## config.mk

```make
export PLATFORM = sky130hd
export DESIGN_NAME = rbc_top
export DESIGN_NICKNAME = d
export VERILOG_FILES = /design/src/inc/rbc_pkg.sv /design/src/hdl/rbc_top.sv
export SDC_FILE = /design/constraint.sdc
export NUM_CORES = 1
export LEC_CHECK = 0
export BUFFER_PORTS_ARGS = -buffer_cell sky130_fd_sc_hd__buf_2
export CORE_ASPECT_RATIO = 0.9
export CORE_UTILIZATION = 40
export CTS_BUF_LIST = sky130_fd_sc_hd__clkbuf_8
export DETAILED_ROUTE_END_ITERATION = 8
export PLACE_DENSITY_LB_ADDON = 0.15
export SLEW_MARGIN = 20
export SYNTH_ARGS = -nofsm -noshare
export SYNTH_HDL_FRONTEND = slang
export SYNTH_SLANG_ARGS = --single-unit
```

## constraint.sdc

```tcl
create_clock -name clock -period 1.4 [get_ports clock]
set_input_delay 0.28 -clock clock [delete_from_list [all_inputs] [get_ports clock]]
set_output_delay 0.28 -clock clock [all_outputs]
set_load 0.005 [all_outputs]
```

## src/inc/rbc_pkg.sv

```systemverilog
`default_nettype none
package rbc_pkg;
   // ==========================================================
   // timing
   localparam int CLK_PERIOD_NS = 50;
   localparam int FILT_PASS_NS = 100;
   // least time rounds up, at least one cycle
   localparam int FILT_CYCLES = (FILT_PASS_NS + CLK_PERIOD_NS - 1) / CLK_PERIOD_NS;
   localparam int FILT_W = 3;
   // ==========================================================
   // trap vectors and numbers
   localparam logic [15:0] RESET_VECTOR = 16'h0000;
   localparam logic [6:0] RESET_TRAP_NUM = 7'h00;
   localparam logic [15:0] NMI_VECTOR = 16'h0008;
   localparam logic [6:0] NMI_TRAP_NUM = 7'h02;
   localparam int CFG_W = 8;
   localparam logic [CFG_W-1:0] CFG_RESET = 8'h00;
   typedef enum {RBC_RESET, RBC_RUN, RBC_POWER_DOWN} rbc_state_t;
endpackage
`default_nettype wire

```

## src/hdl/rbc_top.sv

```systemverilog
`timescale 1ns/10ps
`default_nettype none
module rbc_top
   import rbc_pkg::*;
#(
   parameter int CFG_WIDTH = CFG_W
) (
   input wire logic clock,
   input wire logic reset_n,
   input wire logic ext_reset_input,
   input wire logic nmi_in_n,
   input wire logic debug_reset_in,
   input wire logic external_access_select,
   input wire logic [CFG_WIDTH-1:0] low_config_port,
   input wire logic read_strobe_in,
   input wire logic addr_latch_strobe_in,
   input wire logic write_strobe_in,
   input wire logic sw_reset_req,
   input wire logic wdt_reset_req,
   input wire logic rstind_on_internal,
   input wire logic rstind_release_at_end,
   input wire logic end_of_init_instruction,
   input wire logic sw_rstind_release,
   input wire logic power_down_instruction,
   input wire logic wake_req,
   output logic cpu_reset,
   output logic reset_indication_output,
   output logic trap_req,
   output logic [15:0] trap_vector,
   output logic [6:0] trap_number,
   output logic debug_active,
   output logic fetch_external,
   output logic [CFG_WIDTH+2:0] boot_config,
   output logic clock_stop
);
   // ==========================================================
   // synchronisers
   logic [1:0] rst_sync_reg, nmi_sync_reg, dbg_sync_reg;
   logic [FILT_W-1:0] filt_cnt_reg;
   logic filt_reset_reg, nmi_prev_reg, filt_prev_reg;
   rbc_state_t state_reg;

   // first stage read only by second stage
   always_ff @(posedge clock or negedge reset_n) begin
      if (!reset_n) begin
         rst_sync_reg <= 2'b11;
         nmi_sync_reg <= 2'b11;
         dbg_sync_reg <= 2'b00;
      end else begin
         rst_sync_reg <= {rst_sync_reg[0], ext_reset_input};
         nmi_sync_reg <= {nmi_sync_reg[0], nmi_in_n};
         dbg_sync_reg <= {dbg_sync_reg[0], debug_reset_in};
      end
   end

   // ==========================================================
   // spike filter: low must persist FILT_CYCLES clocks; glitch shorter than a clock unseen
   always_ff @(posedge clock or negedge reset_n) begin
      if (!reset_n) begin
         filt_cnt_reg <= '0;
         filt_reset_reg <= 1'b1;
      end else if (rst_sync_reg[1]) begin
         filt_cnt_reg <= '0;
         filt_reset_reg <= 1'b0; // release on a single high sample
      end else if (filt_cnt_reg == FILT_W'(FILT_CYCLES - 1)) begin
         filt_reset_reg <= 1'b1;
      end else begin
         filt_cnt_reg <= filt_cnt_reg + 1'b1;
      end
   end

   // ==========================================================
   // state: reset, run, power down
   wire int_reset = sw_reset_req | wdt_reset_req;
   always_ff @(posedge clock or negedge reset_n) begin
      if (!reset_n) begin
         state_reg <= RBC_RESET;
      end else if (filt_reset_reg || int_reset) begin
         state_reg <= RBC_RESET;
      end else begin
         case (state_reg)
            RBC_RESET: state_reg <= RBC_RUN;
            RBC_RUN: if (power_down_instruction && !nmi_sync_reg[1]) begin
               state_reg <= RBC_POWER_DOWN;
            end
            RBC_POWER_DOWN: if (wake_req) begin
               state_reg <= RBC_RUN; // only a reset or wake ends power down
            end
            default: state_reg <= RBC_RESET;
         endcase
      end
   end

   // ==========================================================
   // outputs from reset and power state
   always_ff @(posedge clock or negedge reset_n) begin
      if (!reset_n) begin
         cpu_reset <= 1'b1;
         clock_stop <= 1'b0;
      end else begin
         cpu_reset <= filt_reset_reg | int_reset;
         clock_stop <= (state_reg == RBC_RUN) && power_down_instruction
            && !nmi_sync_reg[1] && !filt_reset_reg && !int_reset;
         if (state_reg == RBC_POWER_DOWN && !wake_req && !filt_reset_reg && !int_reset) begin
            clock_stop <= 1'b1;
         end
      end
   end

   // ==========================================================
   // reset indication; async set by reset_n, sync set by filtered reset and, with rstind_on_internal, by internal reset
   always_ff @(posedge clock or negedge reset_n) begin
      if (!reset_n) begin
         reset_indication_output <= 1'b1;
      end else if (filt_reset_reg || (int_reset && rstind_on_internal)) begin
         reset_indication_output <= 1'b1;
      end else if (end_of_init_instruction || sw_rstind_release
                   || (rstind_release_at_end && state_reg == RBC_RESET && !int_reset)) begin
         reset_indication_output <= 1'b0;
      end
   end

   // ==========================================================
   // boot configuration latch at the end of reset
   always_ff @(posedge clock or negedge reset_n) begin
      if (!reset_n) begin
         boot_config <= '0;
         fetch_external <= 1'b0;
      end else if (state_reg == RBC_RESET && !filt_reset_reg && !int_reset) begin
         if (!external_access_select) begin
            boot_config <= {2'b00, read_strobe_in, low_config_port};
            fetch_external <= 1'b1;
         end else begin
            boot_config <= {{CFG_WIDTH{1'b0}}, read_strobe_in, addr_latch_strobe_in,
                            write_strobe_in};
            fetch_external <= 1'b0;
         end
      end
   end

   // ==========================================================
   // debug activation on falling edge of filtered reset (its release)
   always_ff @(posedge clock or negedge reset_n) begin
      if (!reset_n) begin
         filt_prev_reg <= 1'b1;
         debug_active <= 1'b0;
      end else begin
         filt_prev_reg <= filt_reset_reg;
         if (filt_prev_reg && !filt_reset_reg && dbg_sync_reg[1]) begin
            debug_active <= 1'b1;
         end else if (!dbg_sync_reg[1]) begin
            debug_active <= 1'b0; // debug reset low clears it
         end
      end
   end

   // ==========================================================
   // trap request: nmi falling edge, or reset vector on reset exit
   always_ff @(posedge clock or negedge reset_n) begin
      if (!reset_n) begin
         nmi_prev_reg <= 1'b1;
         trap_req <= 1'b0;
         trap_vector <= RESET_VECTOR;
         trap_number <= RESET_TRAP_NUM;
      end else begin
         nmi_prev_reg <= nmi_sync_reg[1];
         trap_req <= 1'b0;
         if (state_reg == RBC_RESET && !filt_reset_reg && !int_reset) begin
            trap_req <= 1'b1;
            trap_vector <= RESET_VECTOR;
            trap_number <= RESET_TRAP_NUM;
         end else if (state_reg == RBC_RUN && nmi_prev_reg && !nmi_sync_reg[1]) begin
            trap_req <= 1'b1;
            trap_vector <= NMI_VECTOR;
            trap_number <= NMI_TRAP_NUM;
         end
      end
   end
endmodule
`default_nettype wire

```

# Word level (Yosys, flattened, before mapping)
# Cells that the tools add are included.
# word_totals
ff_bits	84
elab_cells	81
inputBits	25
out_inout_bits	40
# classes
eq_ne	9
n_mux	21
addsub	1
n_reduce_logical	31
n_bitwise	2
# ops
cell	n
2-to-1 mux 32 bit	3
one-hot mux 32 bit (3 select lines)	1
equality test 32 x 2 -> 1 bit (second input constant)	2
zero test 32 bit	2
equality test 32 x 1 -> 1 bit (second input constant)	1
equality test 32 x 3 -> 1 bit (second input constant)	1
2-to-1 mux 16 bit	2
logical AND 1 bit	17
2-to-1 mux 7 bit	2
2-to-1 mux 1 bit	10
2-to-1 mux 9 bit	1
2-to-1 mux 3 bit	2
inequality test 3 bit (second input constant)	2
nonzero test 2 bit	3
zero test 1 bit	4
logical OR 1 bit	4
adder 3 x 1 -> 3 bit (second input constant)	1
equality test 3 x 1 -> 1 bit (second input constant)	1
inequality test 2 x 1 -> 1 bit (second input constant)	1
inequality test 2 bit (second input constant)	1
OR 1 bit	2
AND reduction 2 bit	1

# Longest topological paths before layout
# Gate-level depths: netlist of the first run.
# depth
word_depth	6
depth_mapped	5
mapped_depth_nobuf	5

# Least setup slack after synthesis of the first run
# OpenSTA, ideal clock, no wires.
# synth_timing
path_type	register to register
from	reg state_reg[1]
to	reg boot_config[3]
period_less_slack_ns	1.223
required_ns	1.275
arrival_ns	1.098
n_path_buf	1
setup_ns	0.125
path_slack_ns	0.177
path_stages_with_launch	5
path_cell_list	dfrtp_1 > clkbuf_1 > nor2_4 > nand2_4 > mux2_2
# synth_between
elab_chain_len	3
# synth_rtl
item	line	rtl
start, declared	rbc_top.sv:41	rbc_state_t state_reg;
start signal, assigned	rbc_top.sv:77	state_reg <= RBC_RESET;
start signal, assigned	rbc_top.sv:79	state_reg <= RBC_RESET;
start signal, assigned	rbc_top.sv:82	RBC_RESET: state_reg <= RBC_RUN;
zero test 32 bit	rbc_top.sv:129	end else if (state_reg == RBC_RESET && !filt_reset_reg && !int_reset) begin
logical AND 1 bit (2 in a row)	rbc_top.sv:129	
end signal, assigned	rbc_top.sv:131	boot_config <= {2'b00, read_strobe_in, low_config_port};
end signal, assigned	rbc_top.sv:134	boot_config <= {{CFG_WIDTH{1'b0}}, read_strobe_in, addr_latch_strobe_in,
end, declared	rbc_top.sv:33	output logic [CFG_WIDTH+2:0] boot_config,
# No other way between the ends.
# A chain may end at the register's enable or synchronous reset.

# Worst setup path after layout of the first run
# layout_timing
from	reg filt_reset_reg
to	reg boot_config[8]
# layout_between
elab_chain_len	3
# layout_rtl
item	line	rtl
start, declared	rbc_top.sv:40	logic filt_reset_reg, nmi_prev_reg, filt_prev_reg;
start signal, assigned	rbc_top.sv:61	filt_reset_reg <= 1'b1;
start signal, assigned	rbc_top.sv:64	filt_reset_reg <= 1'b0;
start signal, assigned	rbc_top.sv:66	filt_reset_reg <= 1'b1;
zero test 1 bit	rbc_top.sv:129	
logical AND 1 bit (2 in a row)	rbc_top.sv:129	
# No other way between the ends.

==> results of run 1 <==
## cell type report
class                           count  share of cell area (%)
Timing Repair Buffer               44                    13.9
Multi-Input combinational cell     79                    30.2
Clock buffer                        5                    4.20
Tap cell                           42                    3.21
Sequential cell                    30                    46.5
Clock inverter                      3                   0.840
Inverter                            5                    1.15
## routing by layer
layer	routed length (µm)	global-route usage [%]	up-vias	part of all wire (%)
met5	0	0	-	0
met4	34	5.84	0	1.6
met3	196	6.50	5	9.0
met2	1020	21.0	45	47
met1	914	16.3	425	42
li1	-	-	434	-
## cell usage after synthesis
cell        n
nand2_4     1
dfstp_2     9
nand2b_1    1
a211oi_1    1
a2bb2oi_1   1
nand2_1     3
clkbuf_1    2
mux2_2      6
nor3b_1     1
nor2_1      9
nor2b_1     7
dfrtp_1    21
nor3_4      1
inv_1       5
o21ai_0     3
and3b_1     1
buf_4      24
nand3b_1    1
a32oi_1     1
conb_1      1
mux2i_1     6
xnor2_1     1
nor2_4      1
a31oi_1     3
ha_1        2
a21oi_1     6
## power by group through the flow
stage / Sequential [mW] / Clock (mW) / Combinational [mW]
2_1_floorplan: 1.26 / 0 / 0.403
3_3_place_gp: 1.26 / 0 / 0.618
3_5_place_dp: 1.27 / 0 / 0.637
4_1_cts: 1.26 / 0.670 / 0.639
5_1_grt: 1.29 / 0.716 / 0.708
6_report: 1.25 / 0.633 / 0.623
## kinds of logic (layout without fill, tap and decap cells)
kind of cell / after synthesis / in the layout
AO/OA/AOI/OAI: 15 / 15
XOR/XNOR: 1 / 1
adder cells (fa/ha/maj): 2 / 2
buffers and inverters: 31 / 57
flip-flops: 30 / 30
multiplexers: 12 / 12
other: 1 / 23
AND/OR/NAND/NOR: 26 / 26
## worst max-delay path by stage
stage          cells after the start             end      startpoint  slack (ns)
3_3_place_gp                       4  boot_config[3]   wdt_reset_req        0.16
2_1_floorplan                      4  boot_config[3]    state_reg[1]        0.18
4_1_cts                            3  boot_config[8]  filt_reset_reg        0.16
6_report                           3  boot_config[8]  filt_reset_reg        0.18
5_1_grt                            4  trap_number[1]  filt_reset_reg        0.11
3_5_place_dp                       4  boot_config[8]   wdt_reset_req        0.13
==> impl_metrics.tcl, run 1 <==
set metrics [dict create \
    cts_sinks 30 \
    syn_to_final_growth_pct 18.7 \
    synth_area_leaders "dfrtp_1 (38%), dfstp_2 (17%), buf_4 (13%), mux2_2 (4.9%), mux2i_1 (4.4%)" \
    drv_slew 0 \
    rr_endpoint "boot_config[8]" \
    worst-path-buf-inv 0 \
    cts_buffer_depth 2 \
    viasPerCell 4.37 \
    maxCapViolCount 0 \
    status "completed" \
    avgSynthCellArea_um2 11.7 \
    period_needed_ns 1.22 \
    dieWidth_um 63.9 \
    placed_area_mm2 0.00156 \
    hold_violations 0 \
    reg2reg_from "filt_reset_reg" \
    min_path_type "in2async" \
    post-route-period-util_pct 87.5 \
    grt_pass1_wl_um 3660 \
    antenna_cells 0 \
    regArea_um2 762 \
    cp-end-kind "flip-flop" \
    multi_input_area_um2 494 \
    p_sw_uw 730 \
    clk_pin_slew_ns 0.06 \
    portBuffers 41 \
    track_usage_pct 13.6 \
    grt_max_degree 31 \
    cp_max_fo 7 \
    numCtsBuffers 5 \
    final_cell_mix "buf_2 (41), conb_1 (23), dfrtp_1 (21), nor2_1 (9), dfstp_2 (9)" \
    yosysWarningCount 0 \
    p_int_mw 1.78 \
    dpl.hpwl_um 1650 \
    setup_tns_ns 0 \
    drtIter0Drc 46 \
    ys_seq_area_share_pct 55.2 \
    p_leak_nw 0.845 \
    coreArea_mm2 0.00316 \
    drive_above_1_share_pct 41.6 \
    p_comb_share_pct 24.9 \
    drt_pre_antenna_iters 2 \
    grt_pass1_vias 841 \
    row_count 19 \
    total_power_mw 2.51 \
    post-synth-top-area-cell "dfrtp_1" \
    seq_power_share_pct 49.9 \
    finish.utilization_pct 51.8 \
    layout.nets 192 \
    cp_slowest_cell "dfstp_2" \
    wl_um 2170 \
    cp.required_ns 1.56 \
    fmax_mhz 817 \
    layout_setup_ws_ns 0.176 \
    htreeDepth 2 \
    worstSetupPathType "reg2reg" \
    cp-start-kind "flip-flop" \
    synth-compound-area-share_pct 6.44 \
    ios 65 \
    antenna_found_initial 0 \
    rsz0062_at_grt "false" \
    tritoncts "yes" \
    clkPwrFrac_pct 25.3 \
    cts_resized 0 \
    place_inst 200 \
    die_h_um 57.7 \
    initial_core_util_pct 43.6 \
    swShare_pct 29.1 \
    fill_cells 307 \
    final.setup_skew_ns 0.00750 \
    ant_nets 0 \
    finalInstanceArea_mm2 0.00164 \
    synthMuxAreaShare_pct 9.25 \
    ys_types 26 \
    setup_violations 0 \
    synth_top_area_share_pct 38.1 \
    synthSimpleGateAreaFrac_pct 11.4 \
    drc 0 \
    layout_commonest_cell "buf_2" \
    ys_seq_elements 30 \
    p_per_area_mw_per_mm2 1530 \
    holdBufCountCts 0 \
    overflow 0 \
    synth_top_family_by_area "buffers and inverters" \
    largest_reg_flops 9 \
    max_stage_delay_ns 0.58 \
    cts_root_buf "clkbuf_8" \
    wl_per_cell_um 10.4 \
    crit_chain "nor3_4, nand2_4, mux2_2" \
    ff2ff_setup_slack_ns 0.18 \
    synth_xor_area_share_pct 0.635 \
    synth_fa_ha_area_share_pct 1.81 \
    final_cells 208 \
    holdWs_ns 0.00165 \
    cp_data_arrival_time_ns 1.38 \
    syn_inst 118 \
    vdd_drop_max_mv 0.868 \
    dieArea_mm2 0.00369 \
    clk-insertion-delay-late_ns 0.28 \
    ff2ff_path_depth 3 \
    cts_setup_buffers 0 \
    num_vias 909 \
    synth_area_mm2 0.00138 \
    place.gp.congestion 0.746 \
    dpl_worst_slack_ns 0.129 \
    cp_top_family "flip-flops" \
]
(Power assumes the default switching activity.)
==> run 2: changes to the inputs <==
--- a/config.mk
+++ b/config.mk
@@ -8,7 +8,7 @@
 export BUFFER_PORTS_ARGS = -buffer_cell sky130_fd_sc_hd__buf_2
 export CORE_ASPECT_RATIO = 0.9
 export CORE_UTILIZATION = 40
-export CTS_BUF_LIST = sky130_fd_sc_hd__clkbuf_8
+export CTS_BUF_LIST = sky130_fd_sc_hd__clkbuf_4 sky130_fd_sc_hd__clkbuf_8
 export DETAILED_ROUTE_END_ITERATION = 8
 export PLACE_DENSITY_LB_ADDON = 0.15
 export SLEW_MARGIN = 20
==> run 2 against run 1 <==
Clock power is 4.4% higher. Cell count stayed put. Maximum frequency hardly changed. Final area is 0.23% higher. Setup slack hardly changed. Power is 1.1% higher.
==> impl_metrics.tcl, run 2 (same netlist as run 1, synthesis figures left out) <==
set metrics [dict create \
    place.gp.congestion 0.746 \
    status "completed" \
    p_per_area_mw_per_mm2 1540 \
    layout_setup_ws_ns 0.175 \
    viasPerCell 4.37 \
    hold_violations 0 \
    overflow 0 \
    cp_data_arrival_time_ns 1.38 \
    cts_resized 0 \
    grt_max_degree 31 \
    cp_max_fo 7 \
    drv_slew 0 \
    portBuffers 41 \
    syn_to_final_growth_pct 18.9 \
    final.setup_skew_ns 0.00818 \
    numCtsBuffers 5 \
    cts_root_buf "clkbuf_8" \
    dieWidth_um 63.9 \
    clk-insertion-delay-late_ns 0.28 \
    min_path_type "in2async" \
    cts_sinks 30 \
    largest_reg_flops 9 \
    cp_top_family "flip-flops" \
    dpl_worst_slack_ns 0.129 \
    track_usage_pct 13.6 \
    num_vias 908 \
    rsz0062_at_grt "false" \
    regArea_um2 762 \
    fill_cells 305 \
    holdBufCountCts 0 \
    dieArea_mm2 0.00369 \
    drive_above_1_share_pct 42.2 \
    cp.required_ns 1.56 \
    drtIter0Drc 46 \
    clk_pin_slew_ns 0.06 \
    row_count 19 \
    wl_per_cell_um 10.4 \
    ios 65 \
    cts_buffer_depth 2 \
    wl_um 2170 \
    p_leak_nw 0.845 \
    placed_area_mm2 0.00156 \
    dpl.hpwl_um 1650 \
    setup_tns_ns 0 \
    drt_pre_antenna_iters 2 \
    worstSetupPathType "reg2reg" \
    ant_nets 0 \
    maxCapViolCount 0 \
    crit_chain "nor3_4, nand2_4, mux2_2" \
    layout.nets 192 \
    htreeDepth 2 \
    place_inst 200 \
    cp-end-kind "flip-flop" \
    cts_setup_buffers 0 \
    antenna_found_initial 0 \
    die_h_um 57.7 \
    drc 0 \
    post-route-period-util_pct 87.5 \
    grt_pass1_wl_um 3660 \
    worst-path-buf-inv 0 \
    coreArea_mm2 0.00316 \
    final_cell_mix "buf_2 (41), conb_1 (23), dfrtp_1 (21), nor2_1 (9), dfstp_2 (9)" \
    cp_slowest_cell "dfstp_2" \
    vdd_drop_max_mv 0.868 \
    initial_core_util_pct 43.6 \
    setup_violations 0 \
    period_needed_ns 1.22 \
    fmax_mhz 816 \
    multi_input_area_um2 494 \
    grt_pass1_vias 841 \
    final_cells 208 \
    tritoncts "yes" \
    cp-start-kind "flip-flop" \
    finalInstanceArea_mm2 0.00164 \
    layout_commonest_cell "buf_2" \
    antenna_cells 0 \
    max_stage_delay_ns 0.58 \
]
## run 2: area by class of cell
type	instances	share of cell area [%]
Sequential cell	30	46.4
Multi-Input combinational cell	79	30.1
Timing Repair Buffer	44	13.9
Clock buffer	6	4.65
Tap cell	42	3.20
Inverter	5	1.14
Clock inverter	2	0.610
## run 2: path summary, 6_finish.rpt
check                                start              end  slack [ns]  cells after the start
hold / removal                     reset_n  filt_cnt_reg[2]       0.001                      2
hold reg to reg            dbg_sync_reg[0]  dbg_sync_reg[1]        0.35                      0
max in group asynchronous          reset_n        cpu_reset        1.09                      2
setup reg to reg            filt_reset_reg   boot_config[8]        0.18                      3
min in group clock         ext_reset_input  rst_sync_reg[0]        0.10                      1
setup / recovery            filt_reset_reg   boot_config[8]        0.18                      3
## run 2: metal layers
| metal | global-route usage [%] | routed length, µm |
|---|---|---|
| met1 | 16.3 | 922 |
| met2 | 21.0 | 1020 |
| met3 | 6.50 | 196 |
| met4 | 5.84 | 34 |
| met5 | 0 | 0 |
## run 2: per-stage QoR
| step | power [mW] | utilization, % | hold WS (ns) |
|---|---|---|---|
| floorplan | 1.66 | - | -0.0156 |
| global placement | 1.88 | 49.2 | 0.305 |
| detailed placement | 1.91 | 49.2 | 0.310 |
| CTS | 2.59 | 51.9 | 0.00795 |
| global route | 2.74 | 51.9 | 0.0224 |
| finish | 2.54 | 51.9 | 0.00113 |
## run 2: power by group
part	internal [mW]	switching [mW]
Sequential	1.11	0.137
Clock	0.362	0.298
Combinational	0.328	0.296
==> run 3: changes to the inputs <==
--- a/config.mk
+++ b/config.mk
@@ -5,11 +5,11 @@
 export SDC_FILE = /design/constraint.sdc
 export NUM_CORES = 1
 export LEC_CHECK = 0
-export BUFFER_PORTS_ARGS = -buffer_cell sky130_fd_sc_hd__buf_2
 export CORE_ASPECT_RATIO = 0.9
 export CORE_UTILIZATION = 40
 export CTS_BUF_LIST = sky130_fd_sc_hd__clkbuf_4 sky130_fd_sc_hd__clkbuf_8
 export DETAILED_ROUTE_END_ITERATION = 8
+export DONT_BUFFER_PORTS = 1
 export PLACE_DENSITY_LB_ADDON = 0.15
 export SLEW_MARGIN = 20
 export SYNTH_ARGS = -nofsm -noshare
==> run 3 against run 2 <==
Clock power is 5.6% higher. Sequential share of layout area is 4.5 points higher. Critical path depth is 1 higher. Via count is 14% lower. Die area stayed put. Sequential power is 5% higher. Sequential cell count stayed put. Final area is 8.8% lower. Routed wire length is 1.6% higher. Register-to-register slack worse by 0.11 ns. Cell count is 18% lower. Clock-buffer cell count is 2 higher. Critical path type unchanged.
==> impl_metrics.tcl, run 3 (same netlist as run 1, synthesis figures left out) <==
set metrics [dict create \
    post-route-period-util_pct 95.2 \
    setup_violations 0 \
    layout_commonest_cell "conb_1" \
    dieWidth_um 63.9 \
    drv_slew 0 \
    die_h_um 57.7 \
    htreeDepth 2 \
    cts_sinks 30 \
    cts_buffer_depth 2 \
    ff2ff_path_depth 4 \
    portBuffers 0 \
    num_vias 778 \
    place.gp.congestion 0.714 \
    clk-insertion-delay-late_ns 0.28 \
    viasPerCell 4.58 \
    grt_pass1_wl_um 3440 \
    worstSetupPathType "reg2reg" \
    cp_data_arrival_time_ns 1.49 \
    initial_core_util_pct 43.6 \
    status "completed" \
    grt_pass1_vias 712 \
    worst-path-buf-inv 1 \
    crit_cells 4 \
    cp_max_fo 10 \
    drt_pre_antenna_iters 2 \
    cts_resized 0 \
    rsz0062_at_grt "false" \
    ff2ff_setup_slack_ns 0.07 \
    overflow 0 \
    hold_path_depth 0 \
    fmax_mhz 750 \
    drtIter0Drc 22 \
    antenna_cells 0 \
    cp_top_family "flip-flops" \
    dieArea_mm2 0.00369 \
    antenna_found_initial 0 \
    wl_um 2210 \
    drive_above_1_share_pct 22.7 \
    setup_tns_ns 0 \
    clk_pin_slew_ns 0.06 \
    wl_per_cell_um 13.0 \
    tritoncts "yes" \
    dpl.hpwl_um 1650 \
    cp-end-kind "flip-flop" \
    p_per_area_mw_per_mm2 1620 \
    numCtsBuffers 5 \
    cp.required_ns 1.56 \
    final_cell_mix "conb_1 (23), dfrtp_1 (21), nor2_1 (9), dfstp_2 (9), nor2b_1 (7)" \
    ant_nets 0 \
    cts_root_buf "clkbuf_8" \
    maxCapViolCount 0 \
    cp_slowest_cell "dfstp_2" \
    crit_chain "nor3_4, buf_12, nand2_4, mux2_2" \
    final.setup_skew_ns 0.00408 \
    finish.utilization_pct 47.3 \
    min_path_type "in2reg" \
    period_needed_ns 1.33 \
    hold_violations 0 \
    largest_reg_flops 9 \
    cp-start-kind "flip-flop" \
    track_usage_pct 13.6 \
    row_count 19 \
    drc 0 \
    p_leak_nw 0.697 \
    coreArea_mm2 0.00316 \
    grt_max_degree 31 \
    layout.nets 154 \
    vdd_drop_max_mv 0.866 \
    syn_to_final_growth_pct 8.43 \
    max_stage_delay_ns 0.57 \
    ios 65 \
]
## run 3: worst reg2reg max path, cell delays in order, from the launching register on
cell and delay (ns):
dfstp_2 0.57, nor3_4 0.06, buf_12 0.13, nand2_4 0.11, mux2_2 0.35
## run 3: worst paths after layout
check	from	endpoint
min reg2reg	dbg_sync_reg[0]	dbg_sync_reg[1]
max	filt_reset_reg	boot_config[3]
max in group asynchronous	reset_n	filt_reset_reg
max reg2reg	filt_reset_reg	boot_config[3]
min	debug_reset_in	dbg_sync_reg[0]
min in group asynchronous	reset_n	debug_active
## run 3: per-layer routing
| metal | track usage, % | vias to the layer above | share of wire [%] |
|---|---|---|---|
| met5 | 0 | - | 0 |
| met4 | 6.82 | 0 | 1.9 |
| met3 | 9.65 | 5 | 11 |
| met2 | 21.0 | 46 | 50 |
| met1 | 13.8 | 368 | 37 |
| li1 | - | 359 | - |
## run 3: timing repair
item | in CTS | in global routing
hold buffers | 4 | 0
endpoints found under the hold margin | 32 | 0
buffers inserted | 0 | 1
setup endpoints to repair | 0 | 1
## run 3: per-stage QoR
| stage | setup WS, ns | cells | hold WS, ns | power [mW] | area [µm²] |
|---|---|---|---|---|---|
| after floorplan | 0.177 | 140 | -0.0156 | 1.66 | 1460 |
| after global placement | 0.140 | 157 | -0.0149 | 1.69 | 1340 |
| after detailed placement | 0.0781 | 157 | -0.0148 | 1.71 | 1340 |
| after CTS | 0.0716 | 169 | 0.0140 | 2.46 | 1480 |
| after global routing | 0.0207 | 170 | 0.00635 | 2.60 | 1500 |
| final | 0.0667 | 170 | 0.0268 | 2.43 | 1500 |
## run 3: cell type report
| class | count | area, µm² |
|---|---|---|
| clock buffers | 8 | 91.3 |
| inverters | 5 | 18.8 |
| fillers | 316 | 1670 |
| multi-input cells | 79 | 494 |
| flip-flops and latches | 30 | 762 |
| well taps | 42 | 52.6 |
| repair buffers | 6 | 77.6 |
## run 3: where the power goes
part	total, mW	switching (mW)	internal (mW)
clock	0.698	0.288	0.410
sequential	1.31	0.191	1.12
combinational	0.426	0.207	0.219
